`src/dcsr_defs.svh`:
```
/*
 * Offsets, field positions and reset values of the DDR3 controller
 * register bank, as `define macros.
 * Assumes it is included by bare name from files under src/.
 */
// Contract
// - The CAS write latency sits read-write in bits 5:3 of the mode image, and software copies it into the timing register too.
// - Bits 6, 7, 10:9, 17:16 and 18 of the mode image are stored for the memory and not otherwise used.
// - Mode image bits 2:0, 8, 15:11, 31:19 and calibration word bits 7:3, 31:14 are reserved and read zero.
// - Calibration word bit 0 mirrors the calibration-passed input and ignores writes.
// - Calibration word bit 1 mirrors the calibration-failed input and ignores writes.
// - Calibration word bit 2 resets to 0 and drives the calibration request line.
// - Calibration word bits 13:8 drive six memory clock disable lines.
// - Configuration bits 15:0 give the idle cycles after which the memory enters power-down.
// - An idle threshold of 0 never enters automatic power-down.
// - The idle threshold reset value is a generation parameter.
// - Configuration bit 16 reads 1 while the memory is powered down.
// - The words are reached only over the Avalon-MM control slave port.
// - With write leveling the mode image register is not provided.
`ifndef DCSR_DEFS_SVH
`define DCSR_DEFS_SVH
`define DCSR_ADDR_W 10
`define DCSR_OFS_MODE_IMG 10'h006
`define DCSR_OFS_CAL_CTL 10'h100
`define DCSR_OFS_CFG 10'h110
`define DCSR_MODE_MASK 32'h000706F8
`define DCSR_CAL_PASS_BIT 0
`define DCSR_CAL_FAIL_BIT 1
`define DCSR_CAL_REQ_BIT 2
`define DCSR_CLK_OFF_LSB 8
`define DCSR_CLK_OFF_MSB 13
`define DCSR_CFG_THR_MSB 15
`define DCSR_CFG_ACK_BIT 16
`define DCSR_CWL_LSB 3
`define DCSR_CWL_MSB 5
`define DCSR_CWL_RESET 3'h0
`define DCSR_IDLE_RESET 16'h0000
`endif

```
`src/dcsr_pkg.sv`:
```
/*
 * Types shared by the register bank.
 * Assumes dcsr_defs.svh is available on the include path.
 */
`default_nettype none
package dcsr_pkg;
    typedef enum logic [1:0] {DCSR_IDLE, DCSR_RESP} dcsr_bus_state_t;
    typedef logic [31:0] dcsr_word_t;
endpackage
`default_nettype wire

```
`src/dcsr_bank.sv`:
```
/*
 * Control and status register bank of a DDR3 controller behind an
 * Avalon-MM slave: mode image two-three, calibration word, configuration.
 * Assumes a single clock; calibration results arrive from another domain.
 */
`timescale 1ns/1ns
`default_nettype none
`include "dcsr_defs.svh"
module dcsr_bank #(
    parameter logic [15:0] IDLE_RESET = `DCSR_IDLE_RESET,
    parameter logic [2:0] CWL_RESET = `DCSR_CWL_RESET,
    parameter bit WRITE_LEVELING = 1'b0
) (
    input wire logic clk,
    input wire logic nrst,
    input wire logic [`DCSR_ADDR_W-1:0] avs_address,
    input wire logic avs_read,
    input wire logic avs_write,
    input wire logic [3:0] avs_byteenable,
    input wire dcsr_pkg::dcsr_word_t avs_writedata,
    output dcsr_pkg::dcsr_word_t avs_readdata,
    output logic avs_readdatavalid,
    output logic avs_waitrequest,
    input wire logic cal_passed,
    input wire logic cal_failed,
    input wire logic queue_empty,
    output logic cal_request,
    output logic [5:0] mem_clk_disable,
    output logic [31:0] mode_image,
    output logic powerdown_active
);
    import dcsr_pkg::*;

    dcsr_bus_state_t state;
    dcsr_bus_state_t next_state;
    dcsr_word_t mode_reg;
    logic cal_req;
    logic [5:0] clk_off;
    logic [15:0] idle_thr;
    logic [1:0] pass_sync;
    logic [1:0] fail_sync;
    logic pd;
    dcsr_word_t readdata;
    logic rvalid;

    // Calibration results come from the PHY domain, so two stages each.
    always_ff @(posedge clk or negedge nrst) begin
        if (!nrst) begin
            pass_sync <= 2'h0;
            fail_sync <= 2'h0;
        end else begin
            pass_sync <= {pass_sync[0], cal_passed};
            fail_sync <= {fail_sync[0], cal_failed};
        end
    end

    // Byte-enable merge of write data.
    wire [31:0] be_mask = {{8{avs_byteenable[3]}}, {8{avs_byteenable[2]}},
                           {8{avs_byteenable[1]}}, {8{avs_byteenable[0]}}};
    // Each access is taken in IDLE and answered one cycle later, so
    // waitrequest is low only while the bank can accept.
    wire take = (state == DCSR_IDLE) && (avs_read || avs_write);
    wire wr = take && avs_write;
    wire hit_mode = (avs_address == `DCSR_OFS_MODE_IMG) && !WRITE_LEVELING;
    wire hit_cal = avs_address == `DCSR_OFS_CAL_CTL;
    wire hit_cfg = avs_address == `DCSR_OFS_CFG;
    wire [31:0] mode_merge = (mode_reg & ~be_mask) | (avs_writedata & be_mask);
    wire [31:0] next_mode = (wr && hit_mode) ?
        (mode_merge & `DCSR_MODE_MASK) : mode_reg;
    wire next_cal_req = (wr && hit_cal && avs_byteenable[0]) ?
        avs_writedata[`DCSR_CAL_REQ_BIT] : cal_req;
    wire [5:0] next_clk_off = (wr && hit_cal && avs_byteenable[1]) ?
        avs_writedata[`DCSR_CLK_OFF_MSB:`DCSR_CLK_OFF_LSB] : clk_off;
    wire [15:0] wr_thr = {
        avs_byteenable[1] ? avs_writedata[15:8] : idle_thr[15:8],
        avs_byteenable[0] ? avs_writedata[7:0] : idle_thr[7:0]};
    wire [15:0] next_idle_thr = (wr && hit_cfg) ? wr_thr : idle_thr;
    assign next_state = take ? DCSR_RESP : DCSR_IDLE;

    // Read image; read-only bits come from live status, reserved are zero.
    wire [31:0] cal_word = {18'h00000, clk_off, 5'h00, cal_req,
                            fail_sync[1], pass_sync[1]};
    wire [31:0] cfg_word = {15'h0000, pd, idle_thr};
    wire [31:0] next_readdata = !(take && avs_read) ? 32'h00000000 :
        hit_mode ? mode_reg : hit_cal ? cal_word :
        hit_cfg ? cfg_word : 32'h00000000;

    // Register state.
    always_ff @(posedge clk or negedge nrst) begin
        if (!nrst) begin
            state <= DCSR_IDLE;
            mode_reg <= {26'h0000000, CWL_RESET, 3'h0};
            cal_req <= 1'b0;
            clk_off <= 6'h00;
            idle_thr <= IDLE_RESET;
            readdata <= 32'h00000000;
            rvalid <= 1'b0;
        end else begin
            state <= next_state;
            mode_reg <= next_mode;
            cal_req <= next_cal_req;
            clk_off <= next_clk_off;
            idle_thr <= next_idle_thr;
            readdata <= next_readdata;
            rvalid <= take && avs_read;
        end
    end

    // The idle counter reads the threshold register itself, so the
    // generated reset value governs power-down from the first cycle on.
    dcsr_pd_timer #(.WIDTH(16)) u_pd (
        .clk(clk),
        .nrst(nrst),
        .threshold(idle_thr),
        .queue_empty(queue_empty),
        .powered_down(pd)
    );

    // Handshake is combinational from state; everything else is a flop.
    assign avs_waitrequest = (state != DCSR_IDLE);
    assign avs_readdata = readdata;
    assign avs_readdatavalid = rvalid;
    assign cal_request = cal_req;
    assign mem_clk_disable = clk_off;
    assign mode_image = mode_reg;
    assign powerdown_active = pd;

    // Writes land at the taking edge and show on the outputs one cycle on.
    property p_req_follows_write;
        @(posedge clk) disable iff (!nrst)
        (wr && hit_cal && avs_byteenable[0])
            |=> cal_request == $past(avs_writedata[2]);
    endproperty
    a_req_follows_write: assert property (p_req_follows_write)
        else $error("req not written");

    property p_clk_mask;
        @(posedge clk) disable iff (!nrst)
        (wr && hit_cal && avs_byteenable[1])
            |=> mem_clk_disable == $past(avs_writedata[13:8]);
    endproperty
    a_clk_mask: assert property (p_clk_mask)
        else $error("clock mask wrong");

    property p_thr_written;
        @(posedge clk) disable iff (!nrst)
        (wr && hit_cfg && avs_byteenable[1:0] == 2'h3)
            |=> idle_thr == $past(avs_writedata[15:0]);
    endproperty
    a_thr_written: assert property (p_thr_written)
        else $error("threshold not written");

    // Status bits are read as they stood at the taking edge.
    property p_pass_mirror;
        @(posedge clk) disable iff (!nrst)
        (take && avs_read && hit_cal)
            |=> avs_readdata[0] == $past(pass_sync[1]);
    endproperty
    a_pass_mirror: assert property (p_pass_mirror)
        else $error("pass bit wrong");

    property p_fail_mirror;
        @(posedge clk) disable iff (!nrst)
        (take && avs_read && hit_cal)
            |=> avs_readdata[1] == $past(fail_sync[1]);
    endproperty
    a_fail_mirror: assert property (p_fail_mirror)
        else $error("fail bit wrong");

    // Reserved bits must read zero whatever was written to them.
    property p_mode_reserved;
        @(posedge clk) disable iff (!nrst)
        (take && avs_read && hit_mode)
            |=> (avs_readdata & ~`DCSR_MODE_MASK) == 32'h00000000;
    endproperty
    a_mode_reserved: assert property (p_mode_reserved)
        else $error("reserved set");

    property p_cal_reserved;
        @(posedge clk) disable iff (!nrst)
        (take && avs_read && hit_cal)
            |=> avs_readdata[31:14] == 18'h00000 &&
                avs_readdata[7:3] == 5'h00;
    endproperty
    a_cal_reserved: assert property (p_cal_reserved)
        else $error("cal reserved set");

    // With write leveling the mode image address behaves as unmapped.
    property p_mode_hidden;
        @(posedge clk) disable iff (!nrst)
        (take && avs_read && WRITE_LEVELING &&
            avs_address == `DCSR_OFS_MODE_IMG)
            |=> avs_readdata == 32'h00000000;
    endproperty
    a_mode_hidden: assert property (p_mode_hidden)
        else $error("mode image visible");

    property p_cwl_written;
        @(posedge clk) disable iff (!nrst)
        (wr && hit_mode && avs_byteenable[0]) |=>
            mode_image[5:3] == $past(avs_writedata[5:3]);
    endproperty
    a_cwl_written: assert property (p_cwl_written)
        else $error("cwl not held");

    // One wait cycle per access; read data stands for exactly one cycle.
    property p_one_wait;
        @(posedge clk) disable iff (!nrst)
        take |=> avs_waitrequest ##1 !avs_waitrequest;
    endproperty
    a_one_wait: assert property (p_one_wait)
        else $error("handshake length");

    property p_valid_once;
        @(posedge clk) disable iff (!nrst)
        avs_readdatavalid |=> !avs_readdatavalid;
    endproperty
    a_valid_once: assert property (p_valid_once)
        else $error("readdatavalid too long");

    property p_ack_read;
        @(posedge clk) disable iff (!nrst)
        (take && avs_read && hit_cfg) |=> avs_readdata[16] == $past(pd);
    endproperty
    a_ack_read: assert property (p_ack_read)
        else $error("ack bit wrong");

    c_read: cover property (@(posedge clk) disable iff (!nrst) rvalid);
    c_cal: cover property (@(posedge clk) disable iff (!nrst) $fell(cal_request));
    c_clkoff: cover property (@(posedge clk) disable iff (!nrst) mem_clk_disable == 6'h3F);
endmodule
`default_nettype wire

```
`src/dcsr_pd_timer.sv`:
```
/*
 * Idle counter that decides automatic power-down.
 * Assumes queue_empty comes from logic on the same clock.
 */
`timescale 1ns/1ns
`default_nettype none
module dcsr_pd_timer #(
    parameter int WIDTH = 16
) (
    input wire logic clk,
    input wire logic nrst,
    input wire logic [WIDTH-1:0] threshold,
    input wire logic queue_empty,
    output logic powered_down
);
    logic [WIDTH-1:0] idle_cnt;
    logic [WIDTH-1:0] next_idle_cnt;
    logic next_powered_down;
    wire reached = (idle_cnt + 1'b1 >= threshold);

    // A zero threshold disables entry; a new command leaves at once.
    assign next_idle_cnt = (!queue_empty || powered_down) ? '0 :
                           (reached ? idle_cnt : idle_cnt + 1'b1);
    assign next_powered_down = !queue_empty ? 1'b0 :
        (powered_down || (threshold != '0 && reached));

    // Count and state advance every cycle.
    always_ff @(posedge clk or negedge nrst) begin
        if (!nrst) begin
            idle_cnt <= '0;
            powered_down <= 1'b0;
        end else begin
            idle_cnt <= next_idle_cnt;
            powered_down <= next_powered_down;
        end
    end

    property p_zero_never;
        @(posedge clk) disable iff (!nrst)
        (threshold == '0 && !powered_down) |=> !powered_down;
    endproperty
    a_zero_never: assert property (p_zero_never) else $error("pd with zero threshold");

    property p_exit_on_cmd;
        @(posedge clk) disable iff (!nrst)
        !queue_empty |=> !powered_down;
    endproperty
    a_exit_on_cmd: assert property (p_exit_on_cmd) else $error("pd kept with cmd");

    property p_enter_after_idle;
        @(posedge clk) disable iff (!nrst)
        (threshold == 16'h0002 && !powered_down && !queue_empty)
            ##1 queue_empty [*2] |=> powered_down;
    endproperty
    a_enter_after_idle: assert property (p_enter_after_idle) else $error("pd late");

    c_enter: cover property (@(posedge clk) disable iff (!nrst) $rose(powered_down));
endmodule
`default_nettype wire

```
`config.mk`:
```
export PLATFORM = sky130hd
export DESIGN_NAME = dcsr_bank
export DESIGN_NICKNAME = d
export VERILOG_FILES = /design/src/dcsr_pkg.sv /design/src/dcsr_bank.sv /design/src/dcsr_pd_timer.sv
export VERILOG_INCLUDE_DIRS = /design/src /design/src/src
export SDC_FILE = /design/constraint.sdc
export NUM_CORES = 1
export LEC_CHECK = 0
export ABC_AREA = 1
export BUFFER_PORTS_ARGS = -buffer_cell sky130_fd_sc_hd__buf_2
export CAP_MARGIN = 20
export CORE_ASPECT_RATIO = 1.5
export CORE_MARGIN = 5
export CORE_UTILIZATION = 45
export DETAILED_ROUTE_END_ITERATION = 6
export PLACE_DENSITY = 0.82
export SYNTH_ARGS = -nofsm -noshare
export SYNTH_HDL_FRONTEND = slang
export SYNTH_SLANG_ARGS = --single-unit
```
`constraint.sdc`:
```
create_clock -name clk -period 3.15 [get_ports clk]
set_input_delay 0.63 -clock clk [delete_from_list [all_inputs] [get_ports clk]]
set_output_delay 0.63 -clock clk [all_outputs]
set_load 0.02 [all_outputs]
```
==> After elaboration in Yosys (flattened, before gate mapping) <==
Cells that the tools add are included.
{ "word_totals": {"word_cells": 48, "output_inout_bits": 74, "ff_bits": 75, "input_bits": 53} }
{ "classes": {"bitwise_logic": 4, "n_eq_ne": 4, "n_mux": 8, "add_sub_neg": 1, "reduce_logical": 18, "n_lt_le_gt_ge": 1} }
{ "ops": {"columns": ["cell", "count"], "rows": [
  ["$and A19 B19 Y19", 2],
  ["$mux W19", 2],
  ["$mux W17", 2],
  ["$mux W16", 2],
  ["$eq A10 B9 Y1 const B", 2],
  ["$not A19 Y19", 1],
  ["$or A19 B19 Y19", 1],
  ["$add A16 B1 Y16 const B", 1],
  ["$ge A16 B16 Y1", 1],
  ["$reduce_bool A16 Y1", 1],
  ["$eq A10 B3 Y1 const B", 1],
  ["$logic_and A1 B1 Y1", 9],
  ["$reduce_and A2 Y1", 2],
  ["$logic_or A1 B1 Y1", 3],
  ["$logic_not A2 Y1", 1],
  ["$mux W1", 2],
  ["$ne A2 B2 Y1 const B", 1],
  ["$reduce_bool A2 Y1", 1],
  ["$logic_not A1 Y1", 1]
]} }

==> Longest topological paths before layout <==
Gate-level depths: netlist of run 1.
{ "logic_depth": {"depth_word": 5, "ltp_mapped": 20, "depth_no_buf": 19} }

==> Hierarchy <==
A second synthesis of run 1 with hierarchy kept.
{ "unflattened": {"cells_unflattened": 504, "area_unflattened_um2": 4232.8} }
{ "by_module_without_submodules": {"columns": ["module", "seq_area_each_um2", "area_each_um2", "instances", "cells_per_inst"], "rows": [
  ["dcsr_bank", 1451.4, 2800.2, 1, 310],
  ["dcsr_pd_timer", 425.4, 1432.6, 1, 194]
]} }

==> Worst setup path before layout of run 1 <==
OpenSTA, ideal clock, no wires.
{ "synth_timing": {"path_type": "register to register", "from": "reg u_pd.idle_cnt[0]", "to": "reg u_pd.idle_cnt[7]", "setup_time_ns": 0.066, "arrival_ns": 2.269, "setup_slack_ns": 0.816, "path_buffers": 1, "stages_incl_launch_ff": 18, "synth_period_minus_slack_ns": 2.334, "required_time_ns": 3.084, "cell_sequence": "dfrtp_1 ha_1 nand2_1 inv_1 nand2_1 nor2_1 nand3_1 xor2_1 inv_1 ha_1 nand2_1 o21ai_0 a21oi_2 nand2_4 nor2_4 buf_6 nand2_1 nand2_1"} }
{ "synth_via": {"elab_chain_cells": 3, "elab_cells_between_ends": 5, "cone_classes": "1 x add/sub; 1 x order compare; 1 x eq/ne; 2 x mux"} }
{ "synth_lines": {"columns": ["item", "line", "rtl"], "rows": [
  ["start: declaration", "dcsr_pd_timer.sv:16", "logic [WIDTH-1:0] idle_cnt;"],
  ["start signal: assignment", "dcsr_pd_timer.sv:33", "idle_cnt <= next_idle_cnt;"],
  ["$add A16 B1 Y16 (*)", "dcsr_pd_timer.sv:19, dcsr_pd_timer.sv:23", null],
  ["$ge A16 B16 Y1 / $mux W16 (equally long branches)", "dcsr_pd_timer.sv:19, dcsr_pd_timer.sv:23", null],
  ["$ne A2 B2 Y1 (no line) / $mux W16 (equally long branches)", null, null]
]} }
Every way passes the cells marked *; elsewhere a longest branch is shown, timed or not. The select of a mux whose other input is x is not followed.
A chain may end at the register's enable or synchronous reset.

==> Worst setup path after layout of run 1 <==
{ "layout_timing": {"from": "reg u_pd.idle_cnt[0]", "to": "reg u_pd.idle_cnt[11]"} }
Same word-level chain as after synthesis.

==> results of run 1 <==
layout by cell type, fill, tap and decap left out, drive strengths merged, types with 4 or more instances in the layout:
| cell | Yosys | final |
|---|---|---|
| nand2 | 138 | 138 |
| buf | 41 | 82 |
| dfrtp | 75 | 75 |
| inv | 59 | 59 |
| nand3 | 39 | 39 |
| conb | 1 | 35 |
| o21ai | 34 | 34 |
| nor2 | 34 | 34 |
| ha | 17 | 17 |
| a21oi | 16 | 16 |
| clkbuf | 1 | 12 |
| nor3 | 8 | 8 |
| xor2 | 7 | 7 |
| nand4 | 6 | 6 |
| xnor2 | 5 | 5 |
| clkinv | 1 | 4 |
final timing paths:
path / startpoint / to / slack (ns) / cells past startpoint
min in group clk: pass_sync[0] / pass_sync[1] / 0.39 / 0
hold reg to reg: pass_sync[0] / pass_sync[1] / 0.39 / 0
hold / removal: nrst / mem_clk_disable[5] / 0.33 / 1
max in group asynchronous: nrst / asynchronous set/reset pin / 2.14 / 2
setup / recovery: u_pd.idle_cnt[0] / u_pd.idle_cnt[11] / 0.30 / 16
setup reg to reg: u_pd.idle_cnt[0] / u_pd.idle_cnt[11] / 0.30 / 16
logic make-up (layout without fill, tap and decap cells):
| family | after synthesis | after routing | share of synthesized area [%] |
|---|---|---|---|
| simple gates | 229 | 229 | 25.9 |
| buf+inv | 102 | 158 | 13.3 |
| flops | 75 | 75 | 45.8 |
| compound gates | 52 | 52 | 6.93 |
| fa+ha+maj | 17 | 17 | 5.19 |
| xor+xnor | 12 | 12 | 2.75 |
| other cells | 1 | 35 | 0.0915 |
power by group through the flow:
stage	clock network (mW)	registers, mW	logic (mW)
after floorplan	0	1.01	0.122
after global placement	0	1.00	0.161
after detailed placement	0	1.00	0.165
after CTS	0.949	0.985	0.166
after global routing	0.993	0.986	0.185
final	0.931	0.985	0.165
metrics by stage:
stage	worst slack [ns]	cells	hold WS, ns
CTS	0.324	688	0.344
finish	0.305	688	0.331
global route	0.0648	688	0.387
global placement	0.442	672	0.362
floorplan	0.816	522	0.331
detailed placement	0.353	672	0.356
area by class of cell:
cell class | count | area (sq um) | area share, %
repair buffers | 82 | 435 | 9.16
multi-input cells | 345 | 1800 | 37.9
inverters | 60 | 228 | 4.79
clock buffers | 12 | 246 | 5.19
flip-flops and latches | 75 | 1880 | 39.5
well taps | 110 | 138 | 2.90
clock inverters | 4 | 26.3 | 0.553
routing by layer:
| metal | up-vias | routed length (microns) |
|---|---|---|
| met4 | 0 | 362 |
| met1 | 1615 | 3290 |
| li1 | 1655 | - |
| met5 | - | 0 |
| met2 | 155 | 5230 |
| met3 | 28 | 685 |
==> impl_metrics.tcl, run 1 <==
set metrics [dict create \
    fin_nets 643 \
    gr-usage-met1_pct 19.1 \
    critPathKind "flip-flop to flip-flop" \
    cts_buffers 9 \
    place_area_sq_um 4480 \
    grt_max_degree 33 \
    root_buffer "clkbuf_16" \
    post-synth-top-count-cell "nand2_1" \
    drt_pass1_iterations 5 \
    viasPerCell 5.02 \
    met2_usage_pct 32.9 \
    cp_data_required_time_ns 3.42 \
    p_sw_uw 510 \
    port_buffers 77 \
    synth_commonest_cells "nand2_1 (133), dfrtp_1 (75), inv_1 (56)" \
    n_fill_cell 791 \
    timing.final.crit_share_pct 90.3 \
    die-area_sq_um 11200 \
    crit_top_cell "nand2_1" \
    place.gp.congestion 0.825 \
    postCtsHoldBufs 0 \
    sequentialPowerShare_pct 47.3 \
    ys_warn_count 0 \
    p_sw_share_pct 24.5 \
    maxSlewHeadroom_pct 55.7 \
    syn_area_per_cell_sq_um 8.39 \
    leakage_nw 2.72 \
    critPathCaptureType "flip-flop" \
    maxSlewViolCount 0 \
    grt_overflow_total 0 \
    start_kind "flip-flop" \
    power.internal_mw 1.57 \
    synth.area.top_cells "dfrtp_1 (46%), nand2_1 (12%), buf_4 (6.6%), ha_1 (5.2%), inv_1 (5.1%)" \
    grtUsageMet3_pct 3.63 \
    drt_wl_total_mm 9.57 \
    initial_utilization_pct 46.1 \
    hold_class "primary input to asynchronous set/reset pin" \
    fmaxAchievable_ghz 0.351 \
    power.total_mw 2.08 \
    die_x_microns 87.9 \
    hpwl_mm 7.37 \
    layout-drive-gt1-share_pct 21.5 \
    syn_inst 488 \
    synth_edf_count 0 \
    rows 42 \
    critical-path-top-delay-family "simple AND/OR/NAND/NOR gates" \
    final_hold_viol_count 0 \
    outcome "completed" \
    cpPeakStageDelay_ns 0.45 \
    synth_area_sq_um 4100 \
    tns_ns 0 \
    synth_ff_type "dfrtp_1" \
    synth_top_area_share_pct 45.8 \
    clock_sinks 75 \
    clk_pin_slew_ns 0.06 \
    ant_nets 0 \
    layout_min_cycle_time_ns 2.85 \
    cts_tree "done" \
    fin_skew_ns 0.00597 \
    power-per-cell-area_nw_per_um2 438 \
    slowest_stage "dfrtp_1" \
    grt_pass1_vias 3518 \
    die_y_microns 127 \
    worstPathCellList "ha_1 > nand2_1 > inv_1 > nand2_1 > nor2_1 > nand3_1 > xor2_1 > inv_1 > ha_1 > nand2_1 > o21ai_0 > a21oi_2 > nand2_4 > nor2_4 > nand2_1 > nand2_1" \
    arrival_ns 3.11 \
    postCtsSetupRepairBufs 0 \
    utilization_pct 53.5 \
    critical_path_buf_inv_count 2 \
    setup_violations 0 \
    yosysTopAreaCell "dfrtp_1" \
    grtUsageTotal_pct 18.1 \
    vdd_drop_max_mv 0.359 \
    htree_levels 3 \
    antenna_found_initial 0 \
    area_growth_pct 16.0 \
    synth-seq-area-share_pct 45.8 \
    ys_types 35 \
    drt_iter0_drc 207 \
    busiest_layer "met2" \
    crit_fanout 15 \
    clock_path_buffers 2 \
    worst_pin_slew_ns 0.665 \
    rsz0062_at_grt "false" \
    async_reset_ff_share_pct 100 \
    insertedDiodeCount 0 \
    grt_first_pass_wirelength_mm 15.9 \
    ctsResizeCount 0 \
    clock_power_share_pct 44.7 \
    io_pins 127 \
    coreArea_sq_um 8880 \
    design_area_sq_um 4750 \
    num_vias 3453 \
    route.detailed.drc 0 \
    drv_cap 0 \
    comb_power_share_pct 7.9 \
    wl_per_cell_microns 13.9 \
    clkLatencyLatePin_ns 0.33 \
    yosys_register_bits 75 \
]
Power figures use the tool's default switching activity.
==> run 2: changes to the inputs <==
Settings changed: CORE_UTILIZATION 45 to 52, PLACE_DENSITY 0.82 to 0.91.
==> impl_metrics.tcl, run 2 (synthesized netlist as in run 1, its figures left out) <==
set metrics [dict create \
    met1_length_mm 3.46 \
    outcome "finished with violations" \
    clkLatencyLatePin_ns 0.34 \
    rsz0062_at_grt "false" \
    n_fill_cell 583 \
    viasPerCell 5.23 \
    drv_cap 0 \
    start_kind "flip-flop" \
    fmaxAchievable_ghz 0.348 \
    io_pins 127 \
    arrival_ns 3.15 \
    worst_pin_slew_ns 0.710 \
    p_sw_uw 523 \
    crit_fanout 18 \
    timing.final.crit_share_pct 91.1 \
    vdd_drop_max_mv 0.316 \
    p_sw_share_pct 25.0 \
    timing.rr.start "u_pd.idle_cnt[0]" \
    leakage_nw 2.72 \
    maxSlewViolCount 0 \
    area_growth_pct 15.9 \
    critical-path-top-delay-family "simple AND/OR/NAND/NOR gates" \
    critPathCaptureType "flip-flop" \
    route.detailed.drc 7 \
    die_x_microns 82.5 \
    layout-drive-gt1-share_pct 21.5 \
    coreArea_sq_um 7660 \
    grt_pass1_vias 3569 \
    place.gp.congestion 0.935 \
    initial_utilization_pct 53.5 \
    whs_ns 0.335 \
    port_buffers 77 \
    worstPathCellList "nand3_2 > nor2_2 > nand2_2 > nor2_2 > nand2_1 > xnor2_2 > ha_1 > a21oi_1 > o21ai_0 > a21oi_2 > nand2_4 > nor2_4 > buf_12 > nand2_1 > nand2_1" \
    place_area_sq_um 4450 \
    tns_ns 0 \
    wl_per_cell_microns 14.6 \
    die_y_microns 119 \
    drt_pass1_iterations 7 \
    hpwl_mm 7.28 \
    insertedDiodeCount 0 \
    violations "design-rule violations" \
    cpPeakStageDelay_ns 0.45 \
    final_hold_viol_count 0 \
    slowest_stage "dfrtp_1" \
    antenna_found_initial 0 \
    grt_max_degree 45 \
    clk_pin_slew_ns 0.06 \
    mostFrequentLayoutCells "nand2_1 (133), buf_2 (77), dfrtp_1 (75), inv_1 (56), nand3_1 (37)" \
    wl_met3_microns 736 \
    mostFrequentLayoutCell "nand2_1" \
    setup_violations 0 \
    clock_power_share_pct 44.9 \
    hold_class "primary input to asynchronous set/reset pin" \
    cts_tree "done" \
    critPathKind "flip-flop to flip-flop" \
    design_area_sq_um 4750 \
    comb_power_share_pct 8.1 \
    met2_length_mm 5.33 \
    grt_first_pass_wirelength_mm 15.8 \
    grtUsageTotal_pct 20.9 \
    maxSlewHeadroom_pct 52.7 \
    reg2reg_slack_ns 0.28 \
    top_layer "met4" \
    power-per-cell-area_nw_per_um2 441 \
    fin_skew_ns 0.00832 \
    reg2regPathDepth 15 \
    critical_path_buf_inv_count 1 \
    fin_nets 642 \
    num_vias 3551 \
    sequentialPowerShare_pct 47.0 \
    drt_wl_total_mm 9.92 \
    die-area_sq_um 9790 \
    root_buffer "clkbuf_16" \
    grt_overflow_total 0 \
    layout_min_cycle_time_ns 2.87 \
    drt_iter0_drc 248 \
    cts_buffers 9 \
    r2r_end "u_pd.idle_cnt[15]" \
    final.setup.worst_slack_ns 0.280 \
    cp_data_required_time_ns 3.43 \
    power.internal_mw 1.57 \
    crit_top_cell "nand2_1" \
    htree_levels 3 \
    ant_nets 0 \
    clock_sinks 75 \
    rows 39 \
    clock_path_buffers 2 \
    pre_cts_slack_ns 0.249 \
]
[run 2: cell count changes in the layout (fill, tap and decap cells not counted), sizes merged]
cell / delta
buf: -1
[run 2: final cells by class]
| cell class | count | area [sq um] | area share, % |
|---|---|---|---|
| Sequential cell | 75 | 1880 | 39.5 |
| Multi-Input combinational cell | 345 | 1800 | 38.0 |
| Timing Repair Buffer | 81 | 440 | 9.27 |
| Clock buffer | 12 | 246 | 5.19 |
| Inverter | 60 | 228 | 4.79 |
| Tap cell | 102 | 128 | 2.69 |
| Clock inverter | 4 | 26.3 | 0.553 |
[run 2: power by group through the flow]
stage | clock (mW) | sequential (mW) | combinational [mW]
5_1_grt | 0.983 | 0.986 | 0.187
3_3_place_gp | 0 | 1.00 | 0.159
2_1_floorplan | 0 | 1.01 | 0.122
6_report | 0.941 | 0.985 | 0.169
4_1_cts | 0.945 | 0.985 | 0.166
3_5_place_dp | 0 | 1.00 | 0.164
[run 2: what timing repair did]
| item | in CTS | in global routing |
|---|---|---|
| hold buffers | 0 | 0 |
| setup buffers | 0 | 1 |
| resized for setup | 0 | 1 |
| endpoints found under the setup margin | 0 | 15 |
[run 2: per-stage QoR]
stage	util (%)	power (mW)	cells
CTS	61.7	2.10	678
global route	62.0	2.16	679
detailed placement	58.1	1.17	662
finish	62.0	2.10	679
floorplan	-	1.13	522
global placement	58.1	1.16	662
[run 2: worst max-delay path by stage]
stage | start | endpoint | slack [ns] | depth (start not counted)
final | u_pd.idle_cnt[0] | u_pd.idle_cnt[15] | 0.28 | 15
after floorplan | u_pd.idle_cnt[0] | u_pd.idle_cnt[7] | 0.82 | 17
after global routing | u_pd.idle_cnt[0] | u_pd.idle_cnt[15] | 0.08 | 17
after global placement | u_pd.idle_cnt[0] | u_pd.idle_cnt[14] | 0.40 | 16
after detailed placement | u_pd.idle_cnt[0] | u_pd.idle_cnt[14] | 0.25 | 16
after CTS | u_pd.idle_cnt[0] | u_pd.idle_cnt[15] | 0.20 | 16
[run 2: per-layer routing]
layer | vias up | GRT usage, %
li1 | 1655 | -
met1 | 1669 | 21.9
met2 | 187 | 36.4
met3 | 40 | 4.87
met4 | 0 | 12.8
met5 | - | 0
